### src/pkg/ufg_pkg.sv
/*
  Shared constants and types for the user flash / programming contention guard.
  Assumes a single 250 MHz clock domain and a 32-bit AXI4-Lite register port.
*/
package ufg_pkg;

  // ----------------------------------------------------------------------
  // Register map (byte offsets)
  // ----------------------------------------------------------------------
  localparam int unsigned ADDR_W = 8;
  localparam logic [7:0] OFS_CTRL = 8'h00;
  localparam logic [7:0] OFS_STATUS = 8'h04;
  localparam logic [7:0] OFS_CLAMP_SEL = 8'h08;
  localparam logic [7:0] OFS_CLAMP_VAL = 8'h0c;
  localparam logic [7:0] OFS_IRQ_STAT = 8'h10;
  localparam logic [7:0] OFS_IRQ_MASK = 8'h14;

  // ----------------------------------------------------------------------
  // Field positions and reset values
  // ----------------------------------------------------------------------
  localparam int unsigned CTRL_RTP_BIT = 0;
  localparam int unsigned CTRL_CLAMP_BIT = 1;
  localparam int unsigned CTRL_WRAP_BIT = 2;
  localparam logic [2:0] CTRL_RESET = 3'h0;
  localparam int unsigned ST_BUSY_BIT = 0;
  localparam int unsigned ST_DONE_BIT = 1;
  localparam int unsigned ST_SESSION_BIT = 2;
  localparam int unsigned ST_WRPEND_BIT = 3;
  localparam int unsigned ST_TAPRST_BIT = 4;
  localparam int unsigned IRQ_W = 4;
  localparam int unsigned IRQ_START_BIT = 0;
  localparam int unsigned IRQ_DONE_BIT = 1;
  localparam int unsigned IRQ_FAIL_BIT = 2;
  localparam int unsigned IRQ_CONTEND_BIT = 3;
  localparam logic [IRQ_W-1:0] IRQ_RESET = 4'h0;
  localparam logic [31:0] WORD_RESET = 32'h0000_0000;

  // ----------------------------------------------------------------------
  // Bus answers and TAP timing
  // ----------------------------------------------------------------------
  localparam logic [1:0] RESP_OKAY = 2'h0;
  localparam logic [1:0] RESP_DECERR = 2'h3;
  localparam logic [2:0] TLR_EDGES = 3'h5;

  // ----------------------------------------------------------------------
  // Types
  // ----------------------------------------------------------------------
  localparam int unsigned FLASH_DATA_W = 16;

  typedef enum logic [2:0] {
    UFG_OP_NONE = 3'h0,
    UFG_OP_READ = 3'h1,
    UFG_OP_WRITE = 3'h2,
    UFG_OP_ERASE = 3'h3,
    UFG_OP_SHIFT_ADDR = 3'h4,
    UFG_OP_SHIFT_DATA = 3'h5
  } ufg_op_e;

  typedef struct packed {
    ufg_op_e op;
    logic [FLASH_DATA_W-1:0] data;
  } ufg_flash_req_s;

  typedef struct packed {
    logic wrapped;
    logic clamp_en;
    logic rtp_en;
  } ufg_ctrl_s;

  typedef enum logic [1:0] {
    UFG_SES_IDLE = 2'h0,
    UFG_SES_ACTIVE = 2'h1
  } ufg_ses_e;

endpackage : ufg_pkg

### src/rtl/ufg_flash_gate.sv
/*
  One-stage request register between user logic and the user flash array,
  stopping new operations while real-time programming is busy in wrapped mode.
  Assumes the array follows a valid/ready handshake on the same clock.
*/
`timescale 1ns/100ps
module ufg_flash_gate (
  // Clock and reset
  input wire logic aclk,
  input wire logic aresetn,
  // Control
  input wire logic wrapped,
  input wire logic busy,
  // User side
  input wire ufg_pkg::ufg_flash_req_s user_req,
  input wire logic user_req_valid,
  output logic user_req_ready,
  // Array side
  output ufg_pkg::ufg_flash_req_s flash_req,
  output logic flash_req_valid,
  input wire logic flash_req_ready
);

  logic stage_valid_q;
  ufg_pkg::ufg_flash_req_s stage_q;
  logic block;

  // ----------------------------------------------------------------------
  // Gating
  // ----------------------------------------------------------------------
  // Bare mode leaves gating to the user, so busy is ignored there
  assign block = wrapped && busy;
  assign flash_req_valid = stage_valid_q && !block;
  assign user_req_ready = !block && (!stage_valid_q || flash_req_ready);
  assign flash_req = stage_q;

  // Stage occupancy
  always_ff @(posedge aclk) begin
    if (!aresetn) begin
      stage_valid_q <= 1'h0;
    end else if (user_req_valid && user_req_ready) begin
      stage_valid_q <= 1'h1;
    end else if (flash_req_valid && flash_req_ready) begin
      stage_valid_q <= 1'h0;
    end
  end

  // Stage payload, held while an op waits out a busy period
  always_ff @(posedge aclk) begin
    if (!aresetn) begin
      stage_q <= '0;
    end else if (user_req_valid && user_req_ready) begin
      stage_q <= user_req;
    end
  end

  AST_GATE_NO_ISSUE: assert property (@(posedge aclk) disable iff (!aresetn)
    (wrapped && busy) |-> (!flash_req_valid && !user_req_ready))
    else $error("flash op issued while programming busy");

  AST_GATE_HOLD: assert property (@(posedge aclk) disable iff (!aresetn)
    (stage_valid_q && !(flash_req_valid && flash_req_ready)) |=> (stage_valid_q && $stable(stage_q)))
    else $error("staged flash op lost or changed");

endmodule : ufg_flash_gate

### src/rtl/ufg_top.sv
/*
  Contention guard between user flash access and programming sessions, with
  TAP reset tracking, pin control during programming and an AXI4-Lite port.
  Assumes all pin inputs, including tck, are synchronous to aclk.
*/
//
// Contract
// - A flash read in progress never delays the start of a session.
// - The busy output is high for as long as a real-time programming session runs.
// - Wrapped interface variants stop flash operations on busy; the bare one does not.
// - After its initial load from prog_complete_init, the complete flag is set only at the end of a successful session.
// - Outside a session, user pins drive outputs only while the complete flag is set.
// - By default every user pin is tri-stated with a weak pull-up during a session.
// - With the clamp feature, each selected pin holds its configured level all session.
// - Without core power the JTAG logic is inactive and the test output is tri-stated.
// - TDI and TMS get weak pull-ups, TCK a weak pull-down, TDO neither.
// - While TMS is held high the TAP stays in test-logic-reset despite TCK pulses.
`timescale 1ns/100ps
module ufg_top #(
  parameter int unsigned NPIN = 8
) (
  // Clock and reset
  input wire logic aclk,
  input wire logic aresetn,
  // AXI4-Lite slave
  input wire logic [ufg_pkg::ADDR_W-1:0] s_axi_awaddr,
  input wire logic s_axi_awvalid,
  output logic s_axi_awready,
  input wire logic [31:0] s_axi_wdata,
  input wire logic [3:0] s_axi_wstrb,
  input wire logic s_axi_wvalid,
  output logic s_axi_wready,
  output logic [1:0] s_axi_bresp,
  output logic s_axi_bvalid,
  input wire logic s_axi_bready,
  input wire logic [ufg_pkg::ADDR_W-1:0] s_axi_araddr,
  input wire logic s_axi_arvalid,
  output logic s_axi_arready,
  output logic [31:0] s_axi_rdata,
  output logic [1:0] s_axi_rresp,
  output logic s_axi_rvalid,
  input wire logic s_axi_rready,
  // Interrupt
  output logic irq,
  // JTAG pins
  input wire logic tck,
  input wire logic tms,
  input wire logic tdi,
  output logic tdo_o,
  output logic tdo_oe_n,
  output logic tdi_pullup_en,
  output logic tms_pullup_en,
  output logic tck_pulldown_en,
  input wire logic core_pwr_good,
  // Programming engine
  input wire logic prog_start,
  input wire logic prog_end_ok,
  input wire logic prog_end_fail,
  input wire logic prog_complete_init,
  output logic realtime_prog_busy,
  output logic prog_complete_flag,
  // User flash access
  input wire ufg_pkg::ufg_flash_req_s user_req,
  input wire logic user_req_valid,
  output logic user_req_ready,
  output ufg_pkg::ufg_flash_req_s flash_req,
  output logic flash_req_valid,
  input wire logic flash_req_ready,
  input wire logic flash_wr_busy,
  input wire logic flash_rd_busy,
  // User pins
  input wire logic [NPIN-1:0] user_pin_o,
  input wire logic [NPIN-1:0] user_pin_oe_n,
  output logic [NPIN-1:0] pin_o,
  output logic [NPIN-1:0] pin_oe_n,
  output logic [NPIN-1:0] pin_pullup_en
);

  // ----------------------------------------------------------------------
  // Declarations
  // ----------------------------------------------------------------------
  ufg_pkg::ufg_ctrl_s ctrl_q;
  logic [NPIN-1:0] clamp_sel_q;
  logic [NPIN-1:0] clamp_val_q;
  logic [ufg_pkg::IRQ_W-1:0] irq_stat_q;
  logic [ufg_pkg::IRQ_W-1:0] irq_stat_d;
  logic [ufg_pkg::IRQ_W-1:0] irq_mask_q;
  logic [ufg_pkg::IRQ_W-1:0] irq_set;
  logic [ufg_pkg::IRQ_W-1:0] irq_clr;
  logic aw_have_q;
  logic w_have_q;
  logic [ufg_pkg::ADDR_W-1:0] awaddr_q;
  logic [31:0] wdata_q;
  logic [3:0] wstrb_q;
  logic [31:0] wmask;
  logic do_write;
  logic [31:0] rdata_d;
  logic rhit;
  ufg_pkg::ufg_ses_e ses_q;
  logic busy_q;
  logic done_q;
  logic init_q;
  logic start_ok;
  logic tck_q;
  logic tck_rise;
  logic [2:0] tms_cnt_q;
  logic tap_reset_q;
  logic bypass_q;
  logic session_q;

  // ----------------------------------------------------------------------
  // AXI4-Lite write channel
  // ----------------------------------------------------------------------
  // Address and data may come in either order; no new beat until B is taken
  assign s_axi_awready = !aw_have_q && !s_axi_bvalid;
  assign s_axi_wready = !w_have_q && !s_axi_bvalid;
  assign do_write = aw_have_q && w_have_q;

  // Capture of the two write halves
  always_ff @(posedge aclk) begin
    if (!aresetn) begin
      aw_have_q <= 1'h0;
      w_have_q <= 1'h0;
      awaddr_q <= '0;
      wdata_q <= ufg_pkg::WORD_RESET;
      wstrb_q <= 4'h0;
    end else begin
      if (s_axi_awvalid && s_axi_awready) begin
        aw_have_q <= 1'h1;
        awaddr_q <= s_axi_awaddr;
      end else if (do_write) begin
        aw_have_q <= 1'h0;
      end
      if (s_axi_wvalid && s_axi_wready) begin
        w_have_q <= 1'h1;
        wdata_q <= s_axi_wdata;
        wstrb_q <= s_axi_wstrb;
      end else if (do_write) begin
        w_have_q <= 1'h0;
      end
    end
  end

  // Byte-lane mask from the write strobes
  always_comb begin
    for (int b = 0; b < 4; b++) begin
      wmask[8*b +: 8] = {8{wstrb_q[b]}};
    end
  end

  // Write response; unmapped offsets answer DECERR and change nothing
  always_ff @(posedge aclk) begin
    if (!aresetn) begin
      s_axi_bvalid <= 1'h0;
      s_axi_bresp <= ufg_pkg::RESP_OKAY;
    end else if (do_write) begin
      s_axi_bvalid <= 1'h1;
      case (awaddr_q)
        ufg_pkg::OFS_CTRL, ufg_pkg::OFS_STATUS, ufg_pkg::OFS_CLAMP_SEL,
        ufg_pkg::OFS_CLAMP_VAL, ufg_pkg::OFS_IRQ_STAT, ufg_pkg::OFS_IRQ_MASK: begin
          s_axi_bresp <= ufg_pkg::RESP_OKAY;
        end
        default: begin
          s_axi_bresp <= ufg_pkg::RESP_DECERR;
        end
      endcase
    end else if (s_axi_bready) begin
      s_axi_bvalid <= 1'h0;
    end
  end

  // ----------------------------------------------------------------------
  // Software registers
  // ----------------------------------------------------------------------
  // Control, clamp select/value and mask; STATUS writes are ignored
  always_ff @(posedge aclk) begin
    if (!aresetn) begin
      ctrl_q <= ufg_pkg::CTRL_RESET;
      clamp_sel_q <= '0;
      clamp_val_q <= '0;
      irq_mask_q <= ufg_pkg::IRQ_RESET;
    end else if (do_write) begin
      case (awaddr_q)
        ufg_pkg::OFS_CTRL: begin
          ctrl_q <= (ctrl_q & ~wmask[2:0]) | (wdata_q[2:0] & wmask[2:0]);
        end
        ufg_pkg::OFS_CLAMP_SEL: begin
          clamp_sel_q <= (clamp_sel_q & ~wmask[NPIN-1:0]) | (wdata_q[NPIN-1:0] & wmask[NPIN-1:0]);
        end
        ufg_pkg::OFS_CLAMP_VAL: begin
          clamp_val_q <= (clamp_val_q & ~wmask[NPIN-1:0]) | (wdata_q[NPIN-1:0] & wmask[NPIN-1:0]);
        end
        ufg_pkg::OFS_IRQ_MASK: begin
          irq_mask_q <= (irq_mask_q & ~wmask[3:0]) | (wdata_q[3:0] & wmask[3:0]);
        end
        default: begin
        end
      endcase
    end
  end

  // Sticky events, cleared by writing one; a same-cycle event wins
  assign irq_clr = (do_write && awaddr_q == ufg_pkg::OFS_IRQ_STAT) ?
                   (wdata_q[3:0] & wmask[3:0]) : ufg_pkg::IRQ_RESET;
  assign irq_stat_d = (irq_stat_q & ~irq_clr) | irq_set;
  always_ff @(posedge aclk) begin
    if (!aresetn) begin
      irq_stat_q <= ufg_pkg::IRQ_RESET;
    end else begin
      irq_stat_q <= irq_stat_d;
    end
  end
  assign irq = |(irq_stat_q & irq_mask_q);

  // ----------------------------------------------------------------------
  // AXI4-Lite read channel
  // ----------------------------------------------------------------------
  always_comb begin
    rdata_d = ufg_pkg::WORD_RESET;
    rhit = 1'h1;
    case (s_axi_araddr)
      ufg_pkg::OFS_CTRL: rdata_d[2:0] = ctrl_q;
      ufg_pkg::OFS_STATUS: begin
        rdata_d[ufg_pkg::ST_BUSY_BIT] = busy_q;
        rdata_d[ufg_pkg::ST_DONE_BIT] = done_q;
        rdata_d[ufg_pkg::ST_SESSION_BIT] = session_q;
        rdata_d[ufg_pkg::ST_WRPEND_BIT] = flash_wr_busy;
        rdata_d[ufg_pkg::ST_TAPRST_BIT] = tap_reset_q;
      end
      ufg_pkg::OFS_CLAMP_SEL: rdata_d[NPIN-1:0] = clamp_sel_q;
      ufg_pkg::OFS_CLAMP_VAL: rdata_d[NPIN-1:0] = clamp_val_q;
      ufg_pkg::OFS_IRQ_STAT: rdata_d[3:0] = irq_stat_q;
      ufg_pkg::OFS_IRQ_MASK: rdata_d[3:0] = irq_mask_q;
      default: rhit = 1'h0;
    endcase
  end

  // One read at a time; data is held until rready
  assign s_axi_arready = !s_axi_rvalid;
  always_ff @(posedge aclk) begin
    if (!aresetn) begin
      s_axi_rvalid <= 1'h0;
      s_axi_rdata <= ufg_pkg::WORD_RESET;
      s_axi_rresp <= ufg_pkg::RESP_OKAY;
    end else if (s_axi_arvalid && s_axi_arready) begin
      s_axi_rvalid <= 1'h1;
      s_axi_rdata <= rdata_d;
      s_axi_rresp <= rhit ? ufg_pkg::RESP_OKAY : ufg_pkg::RESP_DECERR;
    end else if (s_axi_rready) begin
      s_axi_rvalid <= 1'h0;
    end
  end

  // ----------------------------------------------------------------------
  // TAP reset tracking and test output
  // ----------------------------------------------------------------------
  assign tck_rise = tck && !tck_q;
  // Fixed pull controls on the test pins
  assign tdi_pullup_en = 1'h1;
  assign tms_pullup_en = 1'h1;
  assign tck_pulldown_en = 1'h1;

  // Consecutive TMS-high edges reach reset; TMS high keeps it there
  always_ff @(posedge aclk) begin
    if (!aresetn) begin
      tck_q <= 1'h0;
      tms_cnt_q <= 3'h0;
      tap_reset_q <= 1'h1;
      bypass_q <= 1'h0;
    end else begin
      tck_q <= tck;
      if (!core_pwr_good) begin
        tms_cnt_q <= 3'h0;
        tap_reset_q <= 1'h1;
      end else if (tck_rise) begin
        bypass_q <= tdi;
        if (tms) begin
          if (tms_cnt_q != ufg_pkg::TLR_EDGES) begin
            tms_cnt_q <= tms_cnt_q + 3'h1;
          end
          if (tms_cnt_q >= ufg_pkg::TLR_EDGES - 3'h1) begin
            tap_reset_q <= 1'h1;
          end
        end else begin
          tms_cnt_q <= 3'h0;
          tap_reset_q <= 1'h0;
        end
      end
    end
  end
  // Test output is only driven with power and the TAP out of reset
  assign tdo_o = bypass_q;
  assign tdo_oe_n = tap_reset_q;

  // ----------------------------------------------------------------------
  // Programming session
  // ----------------------------------------------------------------------
  // Start ignores reads in flight; only erase/write matters for contention
  assign start_ok = prog_start && core_pwr_good && !tap_reset_q;
  assign irq_set[ufg_pkg::IRQ_START_BIT] = (ses_q == ufg_pkg::UFG_SES_IDLE) && start_ok;
  assign irq_set[ufg_pkg::IRQ_DONE_BIT] = (ses_q == ufg_pkg::UFG_SES_ACTIVE) && prog_end_ok;
  assign irq_set[ufg_pkg::IRQ_FAIL_BIT] = (ses_q == ufg_pkg::UFG_SES_ACTIVE) && !prog_end_ok &&
                                          (prog_end_fail || !core_pwr_good);
  // A session begun over a running erase/write is flagged, not prevented
  assign irq_set[ufg_pkg::IRQ_CONTEND_BIT] = irq_set[ufg_pkg::IRQ_START_BIT] && flash_wr_busy;

  // Session state, busy and the complete flag
  always_ff @(posedge aclk) begin
    if (!aresetn) begin
      ses_q <= ufg_pkg::UFG_SES_IDLE;
      busy_q <= 1'h0;
      done_q <= 1'h0;
      init_q <= 1'h0;
    end else begin
      init_q <= 1'h1;
      case (ses_q)
        ufg_pkg::UFG_SES_IDLE: begin
          if (!init_q) begin
            done_q <= prog_complete_init;
          end
          if (start_ok) begin
            ses_q <= ufg_pkg::UFG_SES_ACTIVE;
            busy_q <= ctrl_q.rtp_en;
            done_q <= 1'h0;
          end
        end
        ufg_pkg::UFG_SES_ACTIVE: begin
          if (prog_end_ok) begin
            ses_q <= ufg_pkg::UFG_SES_IDLE;
            busy_q <= 1'h0;
            done_q <= 1'h1;
          end else if (prog_end_fail || !core_pwr_good) begin
            ses_q <= ufg_pkg::UFG_SES_IDLE;
            busy_q <= 1'h0;
          end
        end
        default: begin
          ses_q <= ufg_pkg::UFG_SES_IDLE;
          busy_q <= 1'h0;
        end
      endcase
    end
  end
  assign realtime_prog_busy = busy_q;
  assign prog_complete_flag = done_q;
  assign session_q = (ses_q == ufg_pkg::UFG_SES_ACTIVE);

  // ----------------------------------------------------------------------
  // User flash gating
  // ----------------------------------------------------------------------
  ufg_flash_gate u_gate (
    .aclk(aclk),
    .aresetn(aresetn),
    .wrapped(ctrl_q.wrapped),
    .busy(busy_q),
    .user_req(user_req),
    .user_req_valid(user_req_valid),
    .user_req_ready(user_req_ready),
    .flash_req(flash_req),
    .flash_req_valid(flash_req_valid),
    .flash_req_ready(flash_req_ready)
  );

  // ----------------------------------------------------------------------
  // User pin control
  // ----------------------------------------------------------------------
  // Registered per pin; takes effect one cycle after the session edge
  for (genvar i = 0; i < NPIN; i++) begin : g_pin
    always_ff @(posedge aclk) begin
      if (!aresetn) begin
        pin_o[i] <= 1'h0;
        pin_oe_n[i] <= 1'h1;
        pin_pullup_en[i] <= 1'h0;
      end else if (session_q && ctrl_q.clamp_en && clamp_sel_q[i]) begin
        pin_o[i] <= clamp_val_q[i];
        pin_oe_n[i] <= 1'h0;
        pin_pullup_en[i] <= 1'h0;
      end else if (session_q) begin
        pin_o[i] <= 1'h0;
        pin_oe_n[i] <= 1'h1;
        pin_pullup_en[i] <= 1'h1;
      end else if (done_q) begin
        pin_o[i] <= user_pin_o[i];
        pin_oe_n[i] <= user_pin_oe_n[i];
        pin_pullup_en[i] <= 1'h0;
      end else begin
        pin_o[i] <= 1'h0;
        pin_oe_n[i] <= 1'h1;
        pin_pullup_en[i] <= 1'h0;
      end
    end
  end

  // ----------------------------------------------------------------------
  // Checks
  // ----------------------------------------------------------------------
  AST_BUSY_ON_START: assert property (@(posedge aclk) disable iff (!aresetn)
    (!session_q && start_ok && ctrl_q.rtp_en) |=> (busy_q && session_q) [*1] ##0 realtime_prog_busy)
    else $error("busy not raised at real-time session start");

  AST_BUSY_ONLY_SESSION: assert property (@(posedge aclk) disable iff (!aresetn)
    realtime_prog_busy |-> session_q)
    else $error("busy high outside a session");

  AST_READ_NO_DELAY: assert property (@(posedge aclk) disable iff (!aresetn)
    (!session_q && start_ok && flash_rd_busy) |=> session_q)
    else $error("read in progress delayed session start");

  AST_DONE_ONLY_OK: assert property (@(posedge aclk) disable iff (!aresetn)
    ($rose(done_q) && $past(init_q)) |-> ($past(session_q) && $past(prog_end_ok)))
    else $error("complete flag set without successful end");

  AST_FAIL_KEEPS_CLEAR: assert property (@(posedge aclk) disable iff (!aresetn)
    (session_q && prog_end_fail && !prog_end_ok) |=> (!done_q && !session_q) ##1 !done_q)
    else $error("complete flag set after failed session");

  AST_NO_DRIVE_UNDONE: assert property (@(posedge aclk) disable iff (!aresetn)
    (!done_q && !session_q) |=> (pin_oe_n == {NPIN{1'h1}}))
    else $error("pins driven without complete flag");

  AST_TRISTATE_PULL: assert property (@(posedge aclk) disable iff (!aresetn)
    (session_q && !ctrl_q.clamp_en) |=> ((pin_oe_n & pin_pullup_en) == {NPIN{1'h1}}))
    else $error("pins not tri-stated with pull-up in session");

  AST_CLAMP_HOLD: assert property (@(posedge aclk) disable iff (!aresetn)
    (session_q && ctrl_q.clamp_en) |=>
      (((pin_o ^ $past(clamp_val_q)) & $past(clamp_sel_q)) == '0) &&
      ((pin_oe_n & $past(clamp_sel_q)) == '0))
    else $error("clamped pin not at its level");

  AST_NO_CORE_NO_TDO: assert property (@(posedge aclk) disable iff (!aresetn)
    !core_pwr_good |=> (tdo_oe_n && tap_reset_q && !session_q))
    else $error("test output driven without core power");

  AST_TMS_KEEPS_RESET: assert property (@(posedge aclk) disable iff (!aresetn)
    (tap_reset_q && tms) |=> tap_reset_q)
    else $error("TAP left reset with TMS high");

  AST_PULLS_FIXED: assert property (@(posedge aclk) disable iff (!aresetn)
    $rose(aresetn) |-> (tdi_pullup_en && tms_pullup_en && tck_pulldown_en) [*3])
    else $error("test pin pulls not enabled");

  AST_B_HOLD: assert property (@(posedge aclk) disable iff (!aresetn)
    (s_axi_bvalid && !s_axi_bready) |=> (s_axi_bvalid && $stable(s_axi_bresp)))
    else $error("write response dropped before bready");

endmodule : ufg_top

### config.mk
export PLATFORM = sky130hd
export DESIGN_NAME = ufg_top
export DESIGN_NICKNAME = d
export VERILOG_FILES = /design/src/pkg/ufg_pkg.sv /design/src/rtl/ufg_flash_gate.sv /design/src/rtl/ufg_top.sv
export SDC_FILE = /design/constraint.sdc
export NUM_CORES = 1
export LEC_CHECK = 0
export BUFFER_PORTS_ARGS = -buffer_cell sky130_fd_sc_hd__buf_2
export CAP_MARGIN = 25
export CORE_MARGIN = 5
export CORE_UTILIZATION = 52
export CTS_CLUSTER_SIZE = 20
export DETAILED_ROUTE_END_ITERATION = 16
export GPL_ROUTABILITY_DRIVEN = 0
export PLACE_DENSITY = 0.95
export SYNTH_ARGS = -nofsm -noshare
export SYNTH_HDL_FRONTEND = slang
export SYNTH_HIERARCHICAL = 1
export SYNTH_SLANG_ARGS = --single-unit
### constraint.sdc
create_clock -name aclk -period 2.8 [get_ports aclk]
set_clock_uncertainty 0.15 [all_clocks]
set_input_delay 0.84 -clock aclk [delete_from_list [all_inputs] [get_ports aclk]]
set_output_delay 0.84 -clock aclk [all_outputs]
set_load 0.02 [all_outputs]
==> flow_results.xml <==
<?xml version="1.0" encoding="UTF-8"?>
<metrics>
  <group name="yosys">
    <metric name="synth-simple-area-share" unit="%">19.5</metric>
    <metric name="postSynthAreaPerCell" unit="sq um">8.95</metric>
    <metric name="yosys_register_bits" unit="">112</metric>
    <metric name="netlist_area" unit="sq um">4800</metric>
    <metric name="synth_enable_flop_cells" unit="">0</metric>
    <metric name="adder_cell_share_of_the_synthesized_area" unit="%">0.522</metric>
    <metric name="synthXorXnorAreaFrac" unit="%">0</metric>
    <metric name="synth_sequential_area_ratio" unit="%">46.8</metric>
    <metric name="post_synth_inst_count" unit="">536</metric>
    <metric name="synth_cell_type_count" unit="">53</metric>
    <metric name="synth_top_family_by_area" unit="">simple AND/OR/NAND/NOR gates</metric>
    <metric name="ys_dominant_reg_cell" unit="">sky130_fd_sc_hd__dfxtp_1</metric>
    <metric name="share_of_synthesized_area_spent_on_multiplexers" unit="%">12.2</metric>
    <metric name="ys_warn_count" unit="">6</metric>
    <metric name="ys_async_sr_fraction" unit="%">0</metric>
    <metric name="synth_compound_area_share" unit="%">11.9</metric>
  </group>
  <group name="sta">
    <metric name="setup_ws" unit="ns">0.485</metric>
    <metric name="max_slew_margin" unit="%">59.0</metric>
    <metric name="rsz_0062_raised_after_global_routing" unit="">false</metric>
    <metric name="min_period_over_period" unit="%">82.7</metric>
    <metric name="final_hold_viols" unit="">0</metric>
    <metric name="maxClockFrequency" unit="GHz">0.432</metric>
    <metric name="finalCriticalPeriod" unit="ns">2.31</metric>
    <metric name="totalNegativeSetupSlack" unit="ns">0</metric>
    <metric name="worst-slew-pin-transition" unit="ns">0.614</metric>
    <metric name="final_max_slew_viol_count" unit="">0</metric>
    <metric name="finalSetupViolCount" unit="">0</metric>
  </group>
  <group name="finish">
    <metric name="final_cell_mix" unit="">sky130_fd_sc_hd__buf_2 (144), sky130_fd_sc_hd__nand2_1 (133), sky130_fd_sc_hd__dfxtp_1 (112), sky130_fd_sc_hd__mux2i_1 (46), sky130_fd_sc_hd__a21oi_1 (41)</metric>
    <metric name="final_layout_size_suffix_gt1_share" unit="%">27.3</metric>
    <metric name="fillers" unit="">787</metric>
    <metric name="commonest_non_fill_non_tap_cell_in_the_layout" unit="">sky130_fd_sc_hd__buf_2</metric>
    <metric name="nets" unit="">770</metric>
    <metric name="antenna_cells" unit="">0</metric>
    <metric name="layout.core_utilization" unit="%">61.7</metric>
    <metric name="area_growth_syn_to_layout" unit="%">17.2</metric>
    <metric name="post-route-cell-area" unit="sq um">5620</metric>
  </group>
  <group name="floorplanning">
    <metric name="design.core.area" unit="sq um">9110</metric>
    <metric name="die_area" unit="sq um">11200</metric>
    <metric name="core.rowCount" unit="">35</metric>
    <metric name="design.portCount" unit="">200</metric>
    <metric name="vertical_die_dimension" unit="um">106</metric>
    <metric name="floorplan.initialDensity" unit="%">52.7</metric>
    <metric name="die_w" unit="um">106</metric>
  </group>
  <group name="critical_path">
    <metric name="ff2ff_setup_slack" unit="ns">0.66</metric>
    <metric name="cp.required" unit="ns">1.81</metric>
    <metric name="kind_of_start_point_of_the_critical_path" unit="">input port</metric>
    <metric name="ff2ff_path_depth" unit="">4</metric>
    <metric name="critical_path.endpoint_type" unit="">primary output</metric>
    <metric name="worstPathArrival" unit="ns">1.32</metric>
    <metric name="setup.worst_path.class" unit="">input port to primary output</metric>
    <metric name="crit-reg2reg-launch" unit="">awaddr_q[0]</metric>
    <metric name="timing.critical_path.fanout_max" unit="">2</metric>
  </group>
  <group name="placement">
    <metric name="place_ws" unit="ns">0.423</metric>
    <metric name="detailedPlacementHpwl" unit="um">9010</metric>
    <metric name="place.port_buffers" unit="">144</metric>
    <metric name="placed_cell_area" unit="sq um">5400</metric>
  </group>
  <group name="global_route">
    <metric name="grt_util_all_layers" unit="%">21.0</metric>
    <metric name="globalRouteMet3Util" unit="%">4.61</metric>
    <metric name="global_route.peak_usage_layer" unit="">met2</metric>
    <metric name="grt_util_met2" unit="%">36.0</metric>
    <metric name="grt_first_pass_wirelength" unit="um">19400</metric>
    <metric name="antenna_violations_before_repair" unit="">0</metric>
    <metric name="grt_use_met1" unit="%">25.1</metric>
    <metric name="grt_pass1_vias" unit="">4112</metric>
    <metric name="globalRouteOverflowTotal" unit="">0</metric>
    <metric name="pin_count_of_the_biggest_net_entering_global_routing" unit="">56</metric>
  </group>
  <group name="clocking">
    <metric name="cts-root-buf" unit="">sky130_fd_sc_hd__clkbuf_8</metric>
    <metric name="numCtsBuffers" unit="">9</metric>
    <metric name="clockBufferDepth" unit="">2</metric>
    <metric name="clock_tree.htree_level_count" unit="">3</metric>
    <metric name="worst_skew_pair.late_latency" unit="ns">0.37</metric>
    <metric name="post_cts_buffers" unit="">0</metric>
    <metric name="tritoncts" unit="">yes</metric>
    <metric name="cts_resized" unit="">0</metric>
    <metric name="cts-hold-fix-buffers" unit="">0</metric>
    <metric name="tritoncts_num_sinks" unit="">112</metric>
    <metric name="worst_setup_hold_path_clk_slew" unit="ns">0.11</metric>
  </group>
  <group name="worst_hold_path">
    <metric name="holdPathEnd" unit="">tdo_o</metric>
    <metric name="min_path_type" unit="">register to register</metric>
    <metric name="worstHoldPathCells" unit="">2</metric>
    <metric name="hp-start" unit="">tdo_o</metric>
  </group>
  <group name="pwr">
    <metric name="max-vdd-ir-drop" unit="mV">0.261</metric>
    <metric name="power" unit="uW">3100</metric>
    <metric name="power.leakage" unit="uW">0.00257</metric>
    <metric name="power.density" unit="nW/um^2">552</metric>
  </group>
  <group name="routing">
    <metric name="drtIter0Drc" unit="">242</metric>
    <metric name="routed-via-count" unit="">4153</metric>
    <metric name="wl_per_cell" unit="um">15.4</metric>
    <metric name="detail_route.first_pass.iterations" unit="">4</metric>
    <metric name="final_antenna_net_count" unit="">0</metric>
    <metric name="post_drt_via_cell_ratio" unit="">5.34</metric>
    <metric name="routed_wl" unit="um">11900</metric>
    <metric name="drt_drc_violations_left" unit="">0</metric>
  </group>
  <group name="flow_run">
    <metric name="count_of_maximum_capacitance_violations" unit="">0</metric>
  </group>
  <group name="status">
    <metric name="run_status" unit="">complete, no violations</metric>
  </group>
</metrics>
==> Yosys cell counts (4+ instances only) <==
cell type                  instances  area (sq um)
sky130_fd_sc_hd__and2_1            6          37.5
sky130_fd_sc_hd__clkbuf_1         16          60.1
sky130_fd_sc_hd__a32oi_1           9          78.8
sky130_fd_sc_hd__a22oi_1           6          45.0
sky130_fd_sc_hd__o21ai_0          14          70.1
sky130_fd_sc_hd__nand2b_1          6          37.5
sky130_fd_sc_hd__dfxtp_1         112          2240
sky130_fd_sc_hd__nand3_1           6          30.0
sky130_fd_sc_hd__a21oi_1          41           205
sky130_fd_sc_hd__nor2_1           30           113
sky130_fd_sc_hd__nand2_1         133           499
sky130_fd_sc_hd__inv_1            10          37.5
sky130_fd_sc_hd__buf_4            29           218
sky130_fd_sc_hd__nor2b_1           5          31.3
sky130_fd_sc_hd__buf_2             4          20.0
sky130_fd_sc_hd__mux2_2            7          78.8
sky130_fd_sc_hd__nor3_1            4          20.0
sky130_fd_sc_hd__mux2i_1          46           460
==> per-stage QoR <==
| stage | hold slack, ns | std cells |
|---|---|---|
| 2_1_floorplan | 0.286 | 561 |
| 3_3_place_gp | 0.288 | 762 |
| 3_5_place_dp | 0.297 | 762 |
| 4_1_cts | 0.316 | 778 |
| 5_1_grt | 0.345 | 778 |
| 6_report | 0.312 | 778 |
==> report_power, final <==
part,internal (uW),total [uW],switching (uW)
clock,461,1040,575
combinational,140,383,243
sequential,1650,1680,37.8
==> critical path: stages <==
cell and delay, ns:
sky130_fd_sc_hd__buf_2 0.09, sky130_fd_sc_hd__inv_1 0.07, sky130_fd_sc_hd__a21boi_1 0.14, sky130_fd_sc_hd__buf_2 0.19
==> layout make-up <==
type | instances | area [sq um] | area share [%]
multi-input cells | 380 | 2210 | 39.4
clock buffers | 10 | 138 | 2.45
clock inverters | 6 | 78.8 | 1.40
well taps | 111 | 139 | 2.47
repair buffers | 149 | 771 | 13.7
flip-flops and latches | 112 | 2240 | 39.9
inverters | 10 | 37.5 | 0.668
==> per-layer routing <==
metal | vias up | wire length [um]
met4 | 0 | 290
met3 | 27 | 948
li1 | 2014 | -
met1 | 1913 | 4860
met2 | 199 | 5840
met5 | - | 0
==> kinds of logic (layout without fill, tap and decap cells) <==
logic type,Yosys count,after routing
buffers and inverters,69,175
AND/OR/NAND/NOR,207,207
adder cells (fa/ha/maj),2,2
multiplexers,55,55
flip-flops,112,112
other,2,27
AO/OA/AOI/OAI,89,89
==> worst max-delay path by stage <==
stage               startpoint              end  slack [ns]  depth (start not counted)
3_3_place_gp   s_axi_araddr[4]   s_axi_rdata[6]        0.49                          5
4_1_cts        flash_req_ready   user_req_ready        0.49                          4
6_report       flash_req_ready   user_req_ready        0.49                          4
5_1_grt               register  flash_req_valid        0.44                          3
2_1_floorplan  flash_req_ready   user_req_ready        0.55                          2
3_5_place_dp   s_axi_araddr[4]   s_axi_rdata[6]        0.42                          5
Power figures use the tool's default switching activity.
